`src/vrc_map.vh`:
```
// constants for the video dram random port cycle controller
`ifndef VRC_MAP_VH
`define VRC_MAP_VH
// wishbone register offsets (byte addresses)
`define VRC_REG_CMD      4'h0
`define VRC_REG_ADDR     4'h4
`define VRC_REG_DATA     4'h8
`define VRC_REG_STATUS   4'hc
// command field positions in the command register
`define VRC_CMD_OP_LSB   0
`define VRC_CMD_OP_MSB   3
`define VRC_CMD_REF_EN   4
`define VRC_CMD_PIN_MSB  7
// operation codes
`define VRC_OP_READ      4'h0
`define VRC_OP_WRITE     4'h1
`define VRC_OP_LATE_WR   4'h2
`define VRC_OP_MASK_WR   4'h3
`define VRC_OP_BLOCK_WR  4'h4
`define VRC_OP_LOAD_MASK 4'h5
`define VRC_OP_LOAD_COL  4'h6
`define VRC_OP_REF_ROW   4'h7
`define VRC_OP_REF_KEEP  4'h8
`define VRC_OP_REF_STOP  4'h9
`define VRC_OP_REF_ALL   4'ha
`define VRC_OP_HIDDEN    4'hb
// status bit positions
`define VRC_ST_BUSY      0
`define VRC_ST_PERSIST   1
`define VRC_ST_COLOR_OK  2
`define VRC_ST_BAD_OP    3
// refresh: 512 rows every 16.7 ms, at 40 mhz (25 ns)
`define VRC_REF_ROWS     512
`define VRC_REF_WIN_US   16700
`define VRC_CLK_MHZ      40
`define VRC_REF_INTERVAL ((`VRC_REF_WIN_US * `VRC_CLK_MHZ) / `VRC_REF_ROWS)
// strobe phase length in clocks
`define VRC_PHASE_CLKS   3
// reset values
`define VRC_RST_CMD      8'h00
`define VRC_RST_ADDR     18'h00000
`define VRC_RST_DATA     8'h00
`endif

```
`src/vrc_ctrl.v`:
```
// controller driving the random port of a 256k x 8 video dram
// How it works
// RULE1: refresh 512 rows every 16.7 ms
// RULE2: device counts rows in column-before-row refresh
// RULE3: three column-before-row refresh variants exist
// RULE4: row address given at row strobe fall
// RULE5: data pins undriven during refresh cycles
// RULE6: hidden refresh toggles row strobe, column low
// RULE7: every access also refreshes its row
// RULE8: nine row, nine column bits latched
// RULE9: nothing starts while row strobe high
// RULE10: transfer pin high at row fall for access
// RULE11: read needs write enable high, output enable
// RULE12: mask and special low select masked write
// RULE13: early or late write by enable timing
// RULE14: nonpersistent masked write after power-up
// RULE15: mask zero blocks bit, one writes
// RULE16: mask load makes masked writes persistent
// RULE17: refresh with special low clears persistence
// RULE18: keep-options refresh leaves persistence alone
// RULE19: same mask for whole page cycle
// RULE20: special high at column fall means block
// RULE21: block uses column bits two to eight
// RULE22: load colour before any block write
// RULE23: register load cycle, special low loads mask
// RULE24: colour load like mask, special high
// RULE25: column enable one writes, zero suppresses
// RULE26: pin one enables column 00 etc
`timescale 1ns/1ps
`include "vrc_map.vh"

module vrc_ctrl #(
    parameter REF_INTERVAL = `VRC_REF_INTERVAL  // clocks between refreshes
) (
    // clock and reset
    input  wire        sys_clk_i,
    input  wire        rst_b_i,
    // classic wishbone slave
    input  wire        wb_cyc_i,
    input  wire        wb_stb_i,
    input  wire        wb_we_i,
    input  wire [3:0]  wb_adr_i,
    input  wire [3:0]  wb_sel_i,
    input  wire [31:0] wb_dat_i,
    output reg  [31:0] wb_dat_o,
    output wire        wb_ack_o,
    // video dram control pins
    output reg         row_strobe_n_o,
    output reg         column_strobe_n_o,
    output reg         transfer_or_output_enable_n_o,
    output reg         mask_or_write_enable_n_o,
    output reg         special_function_select_o,
    output reg         special_function_select_one_o,
    output reg  [8:0]  multiplexed_address_pins_o,
    // parallel data pins, split three ways
    input  wire [7:0]  parallel_data_pins_i,
    output reg  [7:0]  parallel_data_pins_o,
    output reg         parallel_data_pins_oe_o
);

    // states of the cycle sequencer
    localparam ST_IDLE   = 3'd0;  // row strobe high, pins parked
    localparam ST_ROW    = 3'd1;  // row strobe falls
    localparam ST_COL    = 3'd2;  // column strobe falls
    localparam ST_LATE   = 3'd3;  // late write enable fall
    localparam ST_HOLD   = 3'd4;  // strobes held low (column stays high in row-only refresh), read sample
    localparam ST_PRE    = 3'd5;  // precharge, all strobes high
    localparam ST_HID    = 3'd6;  // hidden refresh row toggle

    // registers seen by software
    reg  [7:0]  cmd;            // last command, refresh enable bit
    reg  [17:0] addr;           // row in 17:9, column in 8:0
    reg  [7:0]  wdata;          // write data, mask or column enables
    reg  [7:0]  rdata;          // data captured on a read
    reg         busy;           // cycle in progress
    reg         persist;        // mirror of device masked-write mode
    reg         color_ok;       // colour register loaded since reset
    reg         bad_op;         // refused command, sticky

    // sequencer state
    reg  [2:0]  state;
    reg  [2:0]  next_state;
    reg  [3:0]  op;             // operation being run
    reg  [1:0]  phase;          // clocks spent in current state
    reg         auto_ref;       // cycle started by refresh timer
    reg  [23:0] ref_cnt;        // refresh interval timer
    reg         ref_due;        // refresh owed

    // two-flop synchroniser for the returning data pins
    reg  [7:0]  dq_meta;
    reg  [7:0]  dq_sync;

    // wishbone decode; ack is combinational
    wire        wb_hit   = wb_cyc_i & wb_stb_i;
    wire        wr_cmd   = wb_hit & wb_we_i & wb_sel_i[0]
                           & (wb_adr_i == `VRC_REG_CMD);
    wire [3:0]  new_op   = wb_dat_i[`VRC_CMD_OP_MSB:`VRC_CMD_OP_LSB];
    wire        op_valid = (new_op <= `VRC_OP_HIDDEN);
    // no block write before a colour load
    wire        op_ok    = op_valid & ~(new_op == `VRC_OP_BLOCK_WR
                                        & ~color_ok);  // see RULE22
    wire        start    = wr_cmd & ~busy & op_ok;
    wire        phase_done = (phase == `VRC_PHASE_CLKS - 1);

    // classification of the running operation
    wire is_cbr   = (op == `VRC_OP_REF_KEEP) | (op == `VRC_OP_REF_STOP)
                  | (op == `VRC_OP_REF_ALL) | (op == `VRC_OP_HIDDEN);
    wire is_write = (op == `VRC_OP_WRITE) | (op == `VRC_OP_LATE_WR)
                  | (op == `VRC_OP_MASK_WR) | (op == `VRC_OP_BLOCK_WR);
    wire is_load  = (op == `VRC_OP_LOAD_MASK) | (op == `VRC_OP_LOAD_COL);

    assign wb_ack_o = wb_hit;

    // read mux; unmapped offsets read zero
    always @*
    begin
        case (wb_adr_i)
            `VRC_REG_CMD:    wb_dat_o = {24'h000000, cmd};
            `VRC_REG_ADDR:   wb_dat_o = {14'h0000, addr};
            `VRC_REG_DATA:   wb_dat_o = {16'h0000, rdata, wdata};
            `VRC_REG_STATUS: wb_dat_o = {28'h0000000, bad_op, color_ok,
                                         persist, busy};
            default:         wb_dat_o = 32'h00000000;
        endcase
    end

    // data pin synchroniser
    always @(posedge sys_clk_i)
    begin
        dq_meta <= parallel_data_pins_i;
        dq_sync <= dq_meta;
    end

    // refresh timer, one row per interval
    always @(posedge sys_clk_i)
    begin
        if (!rst_b_i)
        begin
            ref_cnt <= 24'h000000;
            ref_due <= 1'b0;
        end
        else
        begin
            if (ref_cnt >= REF_INTERVAL[23:0] - 24'h000001)
            begin
                ref_cnt <= 24'h000000;
                ref_due <= cmd[`VRC_CMD_REF_EN];  // see RULE1
            end
            else
            begin
                ref_cnt <= ref_cnt + 24'h000001;
                // cleared whenever idle and not busy, also when a command starts; a new due wins
                if (state == ST_IDLE && !busy)
                    ref_due <= 1'b0;
            end
        end
    end

    // next-state logic for the strobe sequence
    always @*
    begin
        next_state = state;
        case (state)
            ST_IDLE:
                if (busy)
                    next_state = ST_ROW;
            ST_ROW:
                if (phase_done)
                    // row-only refresh skips the column state; register load does not
                    next_state = (op == `VRC_OP_REF_ROW) ? ST_HOLD
                               : ST_COL;
            ST_COL:
                if (phase_done)
                    next_state = (op == `VRC_OP_LATE_WR) ? ST_LATE
                               : ST_HOLD;
            ST_LATE:
                if (phase_done)
                    next_state = ST_HOLD;
            ST_HOLD:
                if (phase_done)
                    next_state = (op == `VRC_OP_HIDDEN) ? ST_HID
                               : ST_PRE;
            ST_HID:
                if (phase_done)
                    next_state = ST_PRE;
            ST_PRE:
                if (phase_done)
                    next_state = ST_IDLE;
            default:
                next_state = ST_IDLE;
        endcase
    end

    // sequencer, software registers and pin drivers
    always @(posedge sys_clk_i)
    begin
        if (!rst_b_i)
        begin
            state    <= ST_IDLE;
            phase    <= 2'd0;
            op       <= `VRC_OP_READ;
            auto_ref <= 1'b0;
            busy     <= 1'b0;
            cmd      <= `VRC_RST_CMD;
            addr     <= `VRC_RST_ADDR;
            wdata    <= `VRC_RST_DATA;
            rdata    <= 8'h00;
            persist  <= 1'b0;   // device starts nonpersistent; see RULE14
            color_ok <= 1'b0;
            bad_op   <= 1'b0;
            row_strobe_n_o                <= 1'b1;
            column_strobe_n_o             <= 1'b1;
            transfer_or_output_enable_n_o <= 1'b1;
            mask_or_write_enable_n_o      <= 1'b1;
            special_function_select_o     <= 1'b0;
            special_function_select_one_o <= 1'b0;
            multiplexed_address_pins_o    <= 9'h000;
            parallel_data_pins_o          <= 8'h00;
            parallel_data_pins_oe_o       <= 1'b0;
        end
        else
        begin
            // software register writes
            if (wb_hit && wb_we_i && wb_adr_i == `VRC_REG_ADDR)
                addr <= wb_dat_i[17:0];
            if (wb_hit && wb_we_i && wb_adr_i == `VRC_REG_DATA
                && wb_sel_i[0])
                wdata <= wb_dat_i[7:0];
            // status write of bit 3 clears the refused flag
            if (wb_hit && wb_we_i && wb_adr_i == `VRC_REG_STATUS
                && wb_dat_i[`VRC_ST_BAD_OP])
                bad_op <= 1'b0;
            // commands while busy or invalid are refused; set wins
            if (wr_cmd && (busy || !op_ok))
                bad_op <= 1'b1;
            if (wr_cmd)
                cmd[`VRC_CMD_PIN_MSB:`VRC_CMD_REF_EN]
                    <= wb_dat_i[`VRC_CMD_PIN_MSB:`VRC_CMD_REF_EN];
            if (start)
            begin
                cmd[`VRC_CMD_OP_MSB:`VRC_CMD_OP_LSB] <= new_op;
                op       <= new_op;
                busy     <= 1'b1;
                auto_ref <= 1'b0;
            end
            else if (!busy && ref_due && state == ST_IDLE)
            begin
                // timer refresh keeps the masked-write mode
                op       <= `VRC_OP_REF_KEEP;  // see RULE18
                busy     <= 1'b1;
                auto_ref <= 1'b1;
            end

            state <= next_state;
            phase <= (next_state != state) ? 2'd0 : phase + 2'd1;

            case (state)
                ST_IDLE:
                begin
                    // park pins; the device ignores them now, see RULE9
                    row_strobe_n_o                <= 1'b1;
                    column_strobe_n_o             <= 1'b1;
                    transfer_or_output_enable_n_o <= 1'b1;
                    mask_or_write_enable_n_o      <= 1'b1;
                    parallel_data_pins_oe_o       <= 1'b0;
                    if (busy)
                    begin
                        // set up pins one clock before row fall
                        multiplexed_address_pins_o <= addr[17:9];
                        // column low first for refresh; see RULE2
                        column_strobe_n_o <= ~is_cbr;
                        // access needs transfer pin high; see RULE10
                        transfer_or_output_enable_n_o <= 1'b1;
                        // mask enable for masked write
                        mask_or_write_enable_n_o <=
                            ~(op == `VRC_OP_MASK_WR);  // see RULE12
                        // cbr variant coding; see RULE3 RULE17
                        special_function_select_o <= is_load
                            | (is_cbr & op != `VRC_OP_REF_ALL);
                        special_function_select_one_o <=
                            (op == `VRC_OP_REF_STOP);
                        // mask sampled at row fall if nonpersistent
                        parallel_data_pins_o    <= wdata;
                        parallel_data_pins_oe_o <=
                            (op == `VRC_OP_MASK_WR) & ~persist;
                    end
                end
                ST_ROW:
                begin
                    // row address latched on this fall; see RULE4 RULE8
                    row_strobe_n_o <= 1'b0;
                    if (phase_done)
                    begin
                        // column address and column-time selects
                        multiplexed_address_pins_o <= addr[8:0];
                        // block picks column group by 8:2; see RULE21
                        special_function_select_o <=
                            (op == `VRC_OP_BLOCK_WR)      // see RULE20
                            | (op == `VRC_OP_LOAD_COL)    // see RULE24
                            | (op == `VRC_OP_HIDDEN);     // see RULE18
                        // early write: enable low before column fall
                        mask_or_write_enable_n_o <= ~((is_write
                            & op != `VRC_OP_LATE_WR) | is_load);
                        // write data, or column enables on pins 1..4
                        // pin one is column 00; see RULE26 RULE25
                        parallel_data_pins_o <= wdata;
                        parallel_data_pins_oe_o <= (is_write
                            & op != `VRC_OP_LATE_WR) | is_load;
                        // refresh keeps data pins released; see RULE5
                        if (is_cbr || op == `VRC_OP_REF_ROW)
                            parallel_data_pins_oe_o <= 1'b0;
                    end
                end
                ST_COL:
                begin
                    // column latched; early write at this fall; see RULE13
                    column_strobe_n_o <= 1'b0;
                    // read: enable stays high, output enable low
                    if (op == `VRC_OP_READ)
                        transfer_or_output_enable_n_o <= 1'b0;  // RULE11
                    if (phase_done && op == `VRC_OP_LATE_WR)
                    begin
                        parallel_data_pins_o    <= wdata;
                        parallel_data_pins_oe_o <= 1'b1;
                    end
                end
                ST_LATE:
                    // late write: enable falls after column; see RULE13
                    mask_or_write_enable_n_o <= 1'b0;
                ST_HOLD:
                begin
                    // read data from the synchroniser
                    if (phase_done && op == `VRC_OP_READ)
                        rdata <= dq_sync;  // see RULE11
                    if (phase_done && op == `VRC_OP_HIDDEN)
                        row_strobe_n_o <= 1'b1;
                end
                ST_HID:
                begin
                    // column stays low, row toggles; see RULE6
                    row_strobe_n_o          <= ~phase_done;
                    parallel_data_pins_oe_o <= 1'b0;
                end
                ST_PRE:
                begin
                    row_strobe_n_o                <= 1'b1;
                    column_strobe_n_o             <= 1'b1;
                    transfer_or_output_enable_n_o <= 1'b1;
                    mask_or_write_enable_n_o      <= 1'b1;
                    parallel_data_pins_oe_o       <= 1'b0;
                    if (phase_done)
                    begin
                        busy <= 1'b0;
                        // track device mode; see RULE16 RULE17 RULE23
                        if (op == `VRC_OP_LOAD_MASK)
                            persist <= 1'b1;
                        else if (op == `VRC_OP_REF_ALL)
                            persist <= 1'b0;
                        if (op == `VRC_OP_LOAD_COL)
                            color_ok <= 1'b1;
                    end
                end
                default:
                    row_strobe_n_o <= 1'b1;
            endcase
        end
    end

    // one command is one row cycle, so a page shares a mask, see RULE19;
    // every access refreshes its own row as well, see RULE7

endmodule // vrc_ctrl

```
`config.mk`:
```
export PLATFORM = sky130hd
export DESIGN_NAME = vrc_ctrl
export DESIGN_NICKNAME = d
export VERILOG_FILES = /design/src/vrc_ctrl.v
export VERILOG_INCLUDE_DIRS = /design/src /design/src/src
export SDC_FILE = /design/constraint.sdc
export NUM_CORES = 1
export LEC_CHECK = 0
export BUFFER_PORTS_ARGS = -buffer_cell sky130_fd_sc_hd__buf_2
export CORE_ASPECT_RATIO = 1.1
export CORE_MARGIN = 3
export CORE_UTILIZATION = 50
export CTS_CLUSTER_SIZE = 20
export DETAILED_ROUTE_END_ITERATION = 8
export PLACE_DENSITY = 0.72
export SYNTH_ARGS = -nofsm -noshare
export SYNTH_HDL_FRONTEND = slang
export SYNTH_SLANG_ARGS = --single-unit
```
`constraint.sdc`:
```
create_clock -name sys_clk_i -period 2.2 [get_ports sys_clk_i]
set_input_delay 0.44 -clock sys_clk_i [delete_from_list [all_inputs] [get_ports sys_clk_i]]
set_output_delay 0.44 -clock sys_clk_i [all_outputs]
set_load 0.01 [all_outputs]
```
==> results of run 1 <==
==> cells in the mapped netlist, drive strengths merged (3+ instances only) <==
library cell  number
dfxtp            120
mux2i             54
nor2b             50
nand2             49
buf               29
nor2              23
clkbuf            21
o21ai             20
nand3             14
a22oi             11
inv               11
o211a             11
nor3               9
a22o               8
and3               8
and2               6
xor2               6
nand2b             5
o211ai             5
o22ai              5
a21boi             4
a21oi              4
a222oi             4
nor4               4
nor4b              4
o31ai              4
a211oi             3
ha                 3
xnor2              3
==> per-stage QoR <==
stage / power, mW / instances / hold slack, ns / instance area, sq um
floorplan: 2.380 / 549 / 0.3096 / 5184
global placement: 2.434 / 717 / 0.3098 / 5627
detailed placement: 2.438 / 717 / 0.3121 / 5627
CTS: 5.119 / 753 / 0.0002091 / 6248
global route: 5.245 / 753 / 0.008541 / 6248
finish: 5.068 / 753 / 0.02839 / 6248
==> cell families (layout without fill, tap and decap cells) <==
| logic type | after synthesis | in the layout | synth area share (%) |
|---|---|---|---|
| and+or+nand+nor | 186 | 186 | 20.42 |
| DFF | 120 | 120 | 47.23 |
| buffers and inverters | 61 | 148 | 6.396 |
| other | 1 | 27 | 0.07373 |
| muxes | 54 | 54 | 10.63 |
| adders and majority gates | 3 | 3 | 0.7381 |
| xor gates and xnor gates | 9 | 9 | 1.550 |
| AOI/OAI and AO/OA | 89 | 89 | 12.96 |
==> routing by layer <==
metal,GRT usage (%),part of all wire (%)
met5,0,0
met2,33.72,49
met1,24.44,43
met3,5.451,5.8
met4,8.399,2.0
==> worst paths after layout <==
kind | from | to | slack, ns | cells after the start
hold / removal | parallel_data_pins_i[6] | dq_meta[6]$_DFF_P_ | 0.03 | 1
setup / recovery | wb_adr_i[2] | wb_dat_o[0] | 0.20 | 6
hold reg to reg | dq_meta[0]$_DFF_P_ | dq_sync[0]$_DFF_P_ | 0.33 | 0
setup reg to reg | ref_cnt[0]$_SDFF_PP0_ | ref_cnt[6]$_SDFF_PP0_ | 0.25 | 5
==> area by class of cell <==
type / instances / area, sq um
clock buffers: 17 / 414.1
clock inverters: 15 / 167.7
fillers: 794 / 3381
inverters: 11 / 41.29
multi-input cells: 368 / 2461
flip-flops and latches: 120 / 2402
well taps: 117 / 146.4
repair buffers: 105 / 615.6
==> cell usage in the layout (no fill, tap or decap), types with 4 or more instances in the layout <==
cell type	netlist	routed
dfxtp_1	120	120
buf_2	5	78
mux2i_1	54	54
nor2b_1	50	50
nand2_1	48	48
conb_1	1	27
nor2_1	23	23
buf_4	18	22
o21ai_0	19	19
clkbuf_16	0	16
nand3_1	14	14
inv_1	11	11
o211a_1	11	11
a22oi_1	11	11
and3_1	8	8
nor3_1	9	8
a22o_1	8	8
and2_1	6	6
xor2_1	6	6
inv_6	0	6
o211ai_1	5	5
nand2b_1	5	5
o22ai_1	5	5
clkinvlp_4	0	5
o31ai_1	4	4
a21oi_1	4	4
a21boi_0	4	4
a222oi_1	4	4
dlygate4sd3_1	0	4
==> report_power, final <==
part           switching (mW)  leakage [nW]  internal (mW)
clock                    1.04         0.269           1.63
combinational           0.103          1.44         0.0746
sequential             0.0119         0.978           2.21
total                    1.15          2.69           3.92
==> registers in the layout, indices dropped and copies added (netlist names), 2 cells and up <==
signal                      cells
addr                           18
cmd                             8
dq_meta                         8
dq_sync                         8
multiplexed_address_pins_o      9
op                              4
parallel_data_pins_o            8
phase                           2
rdata                           8
ref_cnt                        24
state                           3
wdata                           8
==> reports/results.tsv, run 1 <==
metric	value	unit
h-tree-depth	4	
io_pins	110	
cts_buffers	17	
drt_iter0_markers	255	
ys_types	57	
synth_warnings	0	
ys_ff_latch	120	
setup_ws	0.1983	ns
path_delay_family	simple AND/OR/NAND/NOR gates	
startpoint_type	input port	
route.detailed.wl_per_inst	14.96	um
syn_to_final_growth	22.85	%
cts_resized	0	
dp_hpwl	8039	um
yosys_most_used_dff	dfxtp_1	
routed_wl	11270	um
final_util	64.89	%
finalSetupViolCount	0	
crit_arrival	1.56	ns
post-cts-setup-buffers	0	
synth.area.top_cells	dfxtp_1 47%, mux2i_1 11%, nor2b_1 6.2%	
synthArstFlopShare	0	%
die_area	0.01142	sq mm
run_status	complete, no violations	
synth_cells	523	
setup_tns	0	ns
min_period	2.002	ns
grt_pass1_vias	4010	
synth-edff-count	0	
synth_area	0.005086	sq mm
powerDensity	811.2	mW/mm^2
hold_violations	0	
crit_slowest_cell	nor4bb_1	
layout-drive-gt1-share	22.17	%
crit_type	in2out	
crit_path_end_kind	output port	
slew_headroom	63.92	%
clk_pin_slew	0.06	ns
firstDrtPassIters	5	
die-height	111.8	um
cts_sinks	120	
max-cap-violations	0	
ant_nets	0	
grt_max_degree	36	
yosys.area.top_type	dfxtp_1	
io_buffers	78	
netlist.area_leader.share	47.23	%
fin_nets	679	
worstMarginPinSlew	0.5370	ns
fmax	0.4996	GHz
fp-row-count	37	
cts_buffer_depth	2	
syn_avg_cell_area	9.725	sq um
skew	0.004907	ns
rsz0062_at_grt	false	
die_w	102.2	um
required	1.76	ns
crit_top_cell	buf_2	
core_area	0.009629	sq mm
viasPerCell	5.442	
p_leak	2.688	nW
root_buffer	clkbuf_8	
cts_tree	done	
cts.hold.buffers_added	4	
ir_drop	0.6395	mV
hold_class	in2reg	
grt-ovfl-total	0	
clock_latency	0.51	ns
yosysSeqAreaShare	47.23	%
cpPeakStageDelay	0.43	ns
pre_cts_ws	0.02380	ns
antenna_found_initial	0	
path_cells	buf_2, nor4bb_1, buf_4, a22oi_1, nand2_1, buf_2	
gp_congestion	0.8797	
min_period_over_period	90.99	%
start_util	52.82	%
path_buf_inv	3	
grt_pass1_wl	18430	um
path_max_fanout	5	
via_count	4098	
diodes	0	
finalMaxSlewViolations	0	
drcViolationCount	0	
track_usage	20.27	%
Note: power is estimated with default switching activity, not from simulation.
==> run 2, diff against run 1 <==
--- a/config.mk
+++ b/config.mk
@@ -6,13 +6,14 @@
 export SDC_FILE = /design/constraint.sdc
 export NUM_CORES = 1
 export LEC_CHECK = 0
+export ABC_AREA = 1
 export BUFFER_PORTS_ARGS = -buffer_cell sky130_fd_sc_hd__buf_2
 export CORE_ASPECT_RATIO = 1.1
 export CORE_MARGIN = 3
-export CORE_UTILIZATION = 50
+export CORE_UTILIZATION = 54
 export CTS_CLUSTER_SIZE = 20
 export DETAILED_ROUTE_END_ITERATION = 8
-export PLACE_DENSITY = 0.72
+export PLACE_DENSITY = 0.77
 export SYNTH_ARGS = -nofsm -noshare
 export SYNTH_HDL_FRONTEND = slang
 export SYNTH_SLANG_ARGS = --single-unit
==> run 2 against run 1 <==
Against the previous run:
- die area down 8.3%
- synthesized cell count rose by 21%
- sequential share of layout area increased by 1.1 points
- worst hold slack worse by 0.0022 ns
- critical path type unchanged
==> reports/results.tsv, run 2 <==
metric	value	unit	change
dp_hpwl	8839	um	+10%
hold_violations	0		unchanged
ys_ff_latch	120		unchanged
fillers	778		-2.0%
yosys.area.top_type	dfxtp_1		
route.detailed.wl_per_inst	14.52	um	-3.0%
syn_avg_cell_area	7.889	sq um	-19%
finalSetupViolCount	0		unchanged
design_area	0.006067	sq mm	-2.9%
yosys.cell_count.top_type	dfxtp_1		
cts_sinks	120		unchanged
routed_wl	12470	um	+11%
synthArstFlopShare	0	%	unchanged
finalMaxSlewViolations	0		unchanged
die-height	107.0	um	-4.3%
register_area	0.002402	sq mm	unchanged
largest_registers	ref_cnt (24), addr (18), multiplexed_address_pins_o (9)		
regToRegStartpoint	phase[0]$_SDFF_PP0_		
min_period	1.987	ns	-0.01495 ns
cts.hold.buffers_added	0		-4
via_count	4511		+10%
synth_warnings	0		unchanged
core_area	0.008964	sq mm	-6.9%
final_util	67.69	%	+2.8 points
antenna_found_initial	0		unchanged
clk_pin_slew	0.06	ns	about the same
layout-drive-gt1-share	22.42	%	+0.25 points
gp_congestion	0.8505		-3.3%
ys_types	45		-21%
required	1.76	ns	about the same
cts_buffer_depth	2		unchanged
min_from	parallel_data_pins_i[7]		
crit_arrival	1.55	ns	about the same
p_leak	2.618	nW	-2.6%
skew	0.005775	ns	+0.0008679 ns
yosys_most_used_dff	dfxtp_1		
drcViolationCount	0		unchanged
fp-row-count	36		-2.7%
hold_class	in2reg		
cts_buffers	17		unchanged
slew_headroom	53.11	%	-11 points
clock_latency	0.51	ns	about the same
fin_nets	788		+16%
path_cells	buf_2, inv_1, nand3_1, inv_1, nand2_1, o2111ai_1, buf_2		
io_pins	110		unchanged
grt_pass1_wl	20360	um	+10%
h-tree-depth	4		unchanged
drt_iter0_markers	213		-16%
path_max_fanout	7		+2
crit_start	wb_adr_i[3]		
cts_tree	done		
io_buffers	78		unchanged
syn_to_final_growth	21.10	%	
synth_common_cells	120 x dfxtp_1, 104 x nand2_1, 88 x nor2_1		
die_area	0.01047	sq mm	-8.3%
crit_path_end_kind	output port		
rsz0062_at_grt	false		
setup_tns	0	ns	unchanged
synth_area	0.005010	sq mm	-1.5%
powerDensity	835.7	mW/mm^2	+3.0%
ant_nets	0		unchanged
synth.area.top_cells	dfxtp_1 48%, nand2_1 7.8%, nor2_1 6.6%		
fmax	0.5033	GHz	+0.75%
final_cell_mix	120 x dfxtp_1, 104 x nand2_1, 88 x nor2_1, 78 x buf_2, 53 x o21ai_0		
min_period_over_period	90.31	%	-0.68 points
grt_max_degree	29		-19%
whs	0.02621	ns	-0.002181 ns
place_area	0.005492	sq mm	-2.4%
netlist.area_leader.share	47.95	%	+0.72 points
run_status	complete, no violations		
viasPerCell	5.251		-3.5%
track_usage	24.32	%	+4.0 points
root_buffer	clkbuf_8		
synth-edff-count	0		unchanged
post-cts-setup-buffers	0		unchanged
firstDrtPassIters	5		unchanged
grt-ovfl-total	0		unchanged
cts_resized	0		unchanged
max-cap-violations	0		unchanged
crit_type	in2out		
grt_pass1_vias	4341		+8.3%
startpoint_type	input port		
yosysSeqAreaShare	47.95	%	+0.72 points
worstMarginPinSlew	0.7023	ns	+0.1653 ns
synth_cells	635		+21%
top_register	ref_cnt		
layout_commonest_cell	dfxtp_1		
diodes	0		unchanged
cpPeakStageDelay	0.26	ns	-0.17 ns
crit_slowest_cell	inv_1		
largest_register_ffs	24		unchanged
multi_input_area	0.002242	sq mm	-8.9%
ir_drop	0.4894	mV	-23%
die_w	97.84	um	-4.2%
start_util	55.89	%	+3.1 points
run 2: cell count changes after synthesis, moves of 9 or more:
cell and change:
clkbuf_1 -14, a21oi_1 +35, inv_2 +13, o211a_1 -10
a22oi_1 -11, o21ai_1 +14, nor2_1 +65, mux2i_1 -54
nand2_1 +56, nor2b_1 -50, inv_1 +38, nand3_1 +10
a31oi_1 +9, o21ai_0 +34
run 2: final cells by class:
type / count / share of cell area, %
clock inverter: 12 / 2.310
timing repair buffer: 87 / 7.548
multi-input combinational: 441 / 36.96
inverter: 65 / 4.063
clock buffer: 20 / 7.177
sequential: 120 / 39.60
tap: 114 / 2.351
run 2: logic make-up after synthesis:
logic type / Yosys count / synth area share [%]
compound gates: 146 / 16.81
xor+xnor: 5 / 0.8741
fa+ha+maj: 3 / 0.7493
buf+inv: 100 / 9.241
flops: 120 / 47.95
other cells: 1 / 0.07485
simple gates: 260 / 24.30
run 2: power breakdown:
group / switching [mW] / total [mW] / leakage (nW) / internal [mW]
combinational: 0.121 / 0.177 / 1.37 / 0.0564
clock: 1.01 / 2.66 / 0.273 / 1.66
sequential: 0.0138 / 2.23 / 0.978 / 2.21
total: 1.14 / 5.07 / 2.62 / 3.93
run 2: routing by layer:
layer / share of wire, % / global-route usage (%) / wire, um
met5: 0 / 0 / 0
met4: 2.4 / 10.88 / 303
met2: 50 / 42.12 / 6262
met1: 41 / 28.71 / 5114
met3: 6.3 / 5.465 / 789
run 2: worst paths after layout:
kind	end	slack [ns]	depth (start not counted)
hold reg to reg	dq_sync[1]$_DFF_P_	0.32	0
setup reg to reg	parallel_data_pins_o[0]$_SDFFE_PN0P_	0.32	7
setup / recovery	wb_dat_o[0]	0.21	7
hold / removal	dq_meta[7]$_DFF_P_	0.03	1
run 2: stage by stage:
step	power [mW]	setup slack, ns	std cells
2_1_floorplan	2.394	0.4977	661
3_3_place_gp	2.445	0.2809	827
3_5_place_dp	2.449	0.2543	827
4_1_cts	5.102	0.2430	859
5_1_grt	5.239	0.07043	859
6_report	5.070	0.2132	859
run 2: worst max-delay path, delay by kind of cell:
family / cells / cell delay, ns
buffers and inverters: 4 / 0.69
and+or+nand+nor: 2 / 0.27
AOI/OAI and AO/OA: 1 / 0.15
==> run 3, diff against run 2 <==
--- a/config.mk
+++ b/config.mk
@@ -7,12 +7,13 @@
 export NUM_CORES = 1
 export LEC_CHECK = 0
 export ABC_AREA = 1
-export BUFFER_PORTS_ARGS = -buffer_cell sky130_fd_sc_hd__buf_2
+export BUFFER_PORTS_ARGS = -buffer_cell sky130_fd_sc_hd__buf_4
 export CORE_ASPECT_RATIO = 1.1
 export CORE_MARGIN = 3
 export CORE_UTILIZATION = 54
 export CTS_CLUSTER_SIZE = 20
 export DETAILED_ROUTE_END_ITERATION = 8
+export GPL_ROUTABILITY_DRIVEN = 0
 export PLACE_DENSITY = 0.77
 export SYNTH_ARGS = -nofsm -noshare
 export SYNTH_HDL_FRONTEND = slang
==> run 3 against run 2 <==
Against the previous run:
- die area unchanged
- critical path depth is the same
- register-to-register slack improved by 0.02 ns
- largest cell class unchanged
- largest power group unchanged
- worst setup slack lost 0.017 ns
==> reports/results.tsv, run 3 (same netlist as run 2, synthesis figures left out) <==
metric	value	unit	change
max-cap-violations	0		unchanged
ir_drop	0.5386	mV	+10%
io_buffers	78		unchanged
dp_cells	824		-0.36%
drcViolationCount	0		unchanged
p_leak	2.643	nW	+0.95%
die_w	97.84	um	unchanged
powerDensity	819.0	mW/mm^2	-2.0%
pre_cts_ws	0.2252	ns	-0.02909 ns
clock_latency	0.51	ns	about the same
grt_max_degree	38		+31%
register_area	0.002402	sq mm	unchanged
grt_pass1_vias	4439		+2.3%
start_util	55.89	%	unchanged
diodes	0		unchanged
hold_violations	0		unchanged
fmax	0.4990	GHz	-0.85%
setup_ws	0.1961	ns	-0.01713 ns
final_util	69.85	%	+2.2 points
route.detailed.wl_per_inst	14.21	um	-2.1%
fin_nets	785		-0.38%
h-tree-depth	4		unchanged
die-height	107.0	um	unchanged
layout-drive-gt1-share	22.00	%	-0.42 points
io_pins	110		unchanged
syn_to_final_growth	24.97	%	
routed_wl	12150	um	-2.5%
design_area	0.006261	sq mm	+3.2%
min_period_over_period	91.09	%	+0.78 points
setup_tns	0	ns	unchanged
dp_hpwl	8350	um	-5.5%
required	1.76	ns	about the same
track_usage	24.05	%	-0.26 points
stdcell_count	855		-0.47%
crit_arrival	1.56	ns	about the same
min_period	2.004	ns	+0.01713 ns
viasPerCell	5.345		+1.8%
power.total	5.128	mW	+1.1%
grt-ovfl-total	0		unchanged
run_status	complete, no violations		
skew	0.005874	ns	+0.00009903 ns
root_buffer	clkbuf_8		
place_area	0.005677	sq mm	+3.4%
largest_register_ffs	24		unchanged
startpoint_type	input port		
slew_headroom	56.32	%	+3.2 points
antenna_found_initial	0		unchanged
finalMaxSlewViolations	0		unchanged
layout_commonest_cell	dfxtp_1		
clk_pin_slew	0.06	ns	about the same
fillers	710		-8.7%
path_max_fanout	7		unchanged
cts_resized	0		unchanged
fp-row-count	36		unchanged
largest_registers	ref_cnt (24), addr (18), multiplexed_address_pins_o (9)		
cts_buffer_depth	2		unchanged
worstMarginPinSlew	0.6543	ns	-0.04805 ns
drt_iter0_markers	268		+26%
cts.hold.buffers_added	0		unchanged
grt_pass1_wl	20340	um	about the same
firstDrtPassIters	5		unchanged
top_register	ref_cnt		
rsz0062_at_grt	false		
crit_path_end_kind	output port		
crit_type	in2out		
cts_buffers	17		unchanged
multi_input_area	0.002242	sq mm	unchanged
post-cts-setup-buffers	0		unchanged
final_cell_mix	120 x dfxtp_1, 104 x nand2_1, 88 x nor2_1, 83 x buf_4, 53 x o21ai_0		
whs	0.03211	ns	+0.005898 ns
core_area	0.008964	sq mm	unchanged
hold_class	in2reg		
cts_sinks	120		unchanged
die_area	0.01047	sq mm	unchanged
via_count	4570		+1.3%
cts_tree	done		
finalSetupViolCount	0		unchanged
ant_nets	0		unchanged
-- run 3: worst max-delay path: stages --
cell	delay, ns
buf_4	0.11
nor2_2	0.16
nand3_1	0.18
inv_1	0.26
nand2_1	0.09
o2111ai_1	0.15
buf_4	0.17
-- run 3: layout make-up --
cell class	count	share of cell area (%)
sequential	120	38.37
multi-input combinational	441	35.81
timing repair buffer	84	10.27
clock buffer	20	6.954
inverter	65	3.937
clock inverter	11	2.378
tap	114	2.278
-- run 3: path summary, 6_finish.rpt --
check,slack [ns],start,endpoint,cells past startpoint
worst max-delay path,0.20,wb_adr_i[1],wb_dat_o[1],7
worst min-delay path,0.03,parallel_data_pins_i[5],dq_meta[5]$_DFF_P_,1
worst max register to register,0.34,phase[0]$_SDFF_PP0_,parallel_data_pins_o[1]$_SDFFE_PN0P_,7
worst min register to register,0.32,dq_meta[2]$_DFF_P_,dq_sync[2]$_DFF_P_,0
-- run 3: where the power goes --
| group | internal [mW] | switching (mW) | total, mW |
|---|---|---|---|
| Sequential | 2.22 | 0.0147 | 2.23 |
| Clock | 1.75 | 0.952 | 2.70 |
| Combinational | 0.0769 | 0.121 | 0.198 |
-- run 3: routing by layer --
layer  routed length (um)  track usage [%]
met2                 5989            40.95
met3                  934            6.311
met1                 4916            28.49
met5                    0                0
met4                  312            10.58
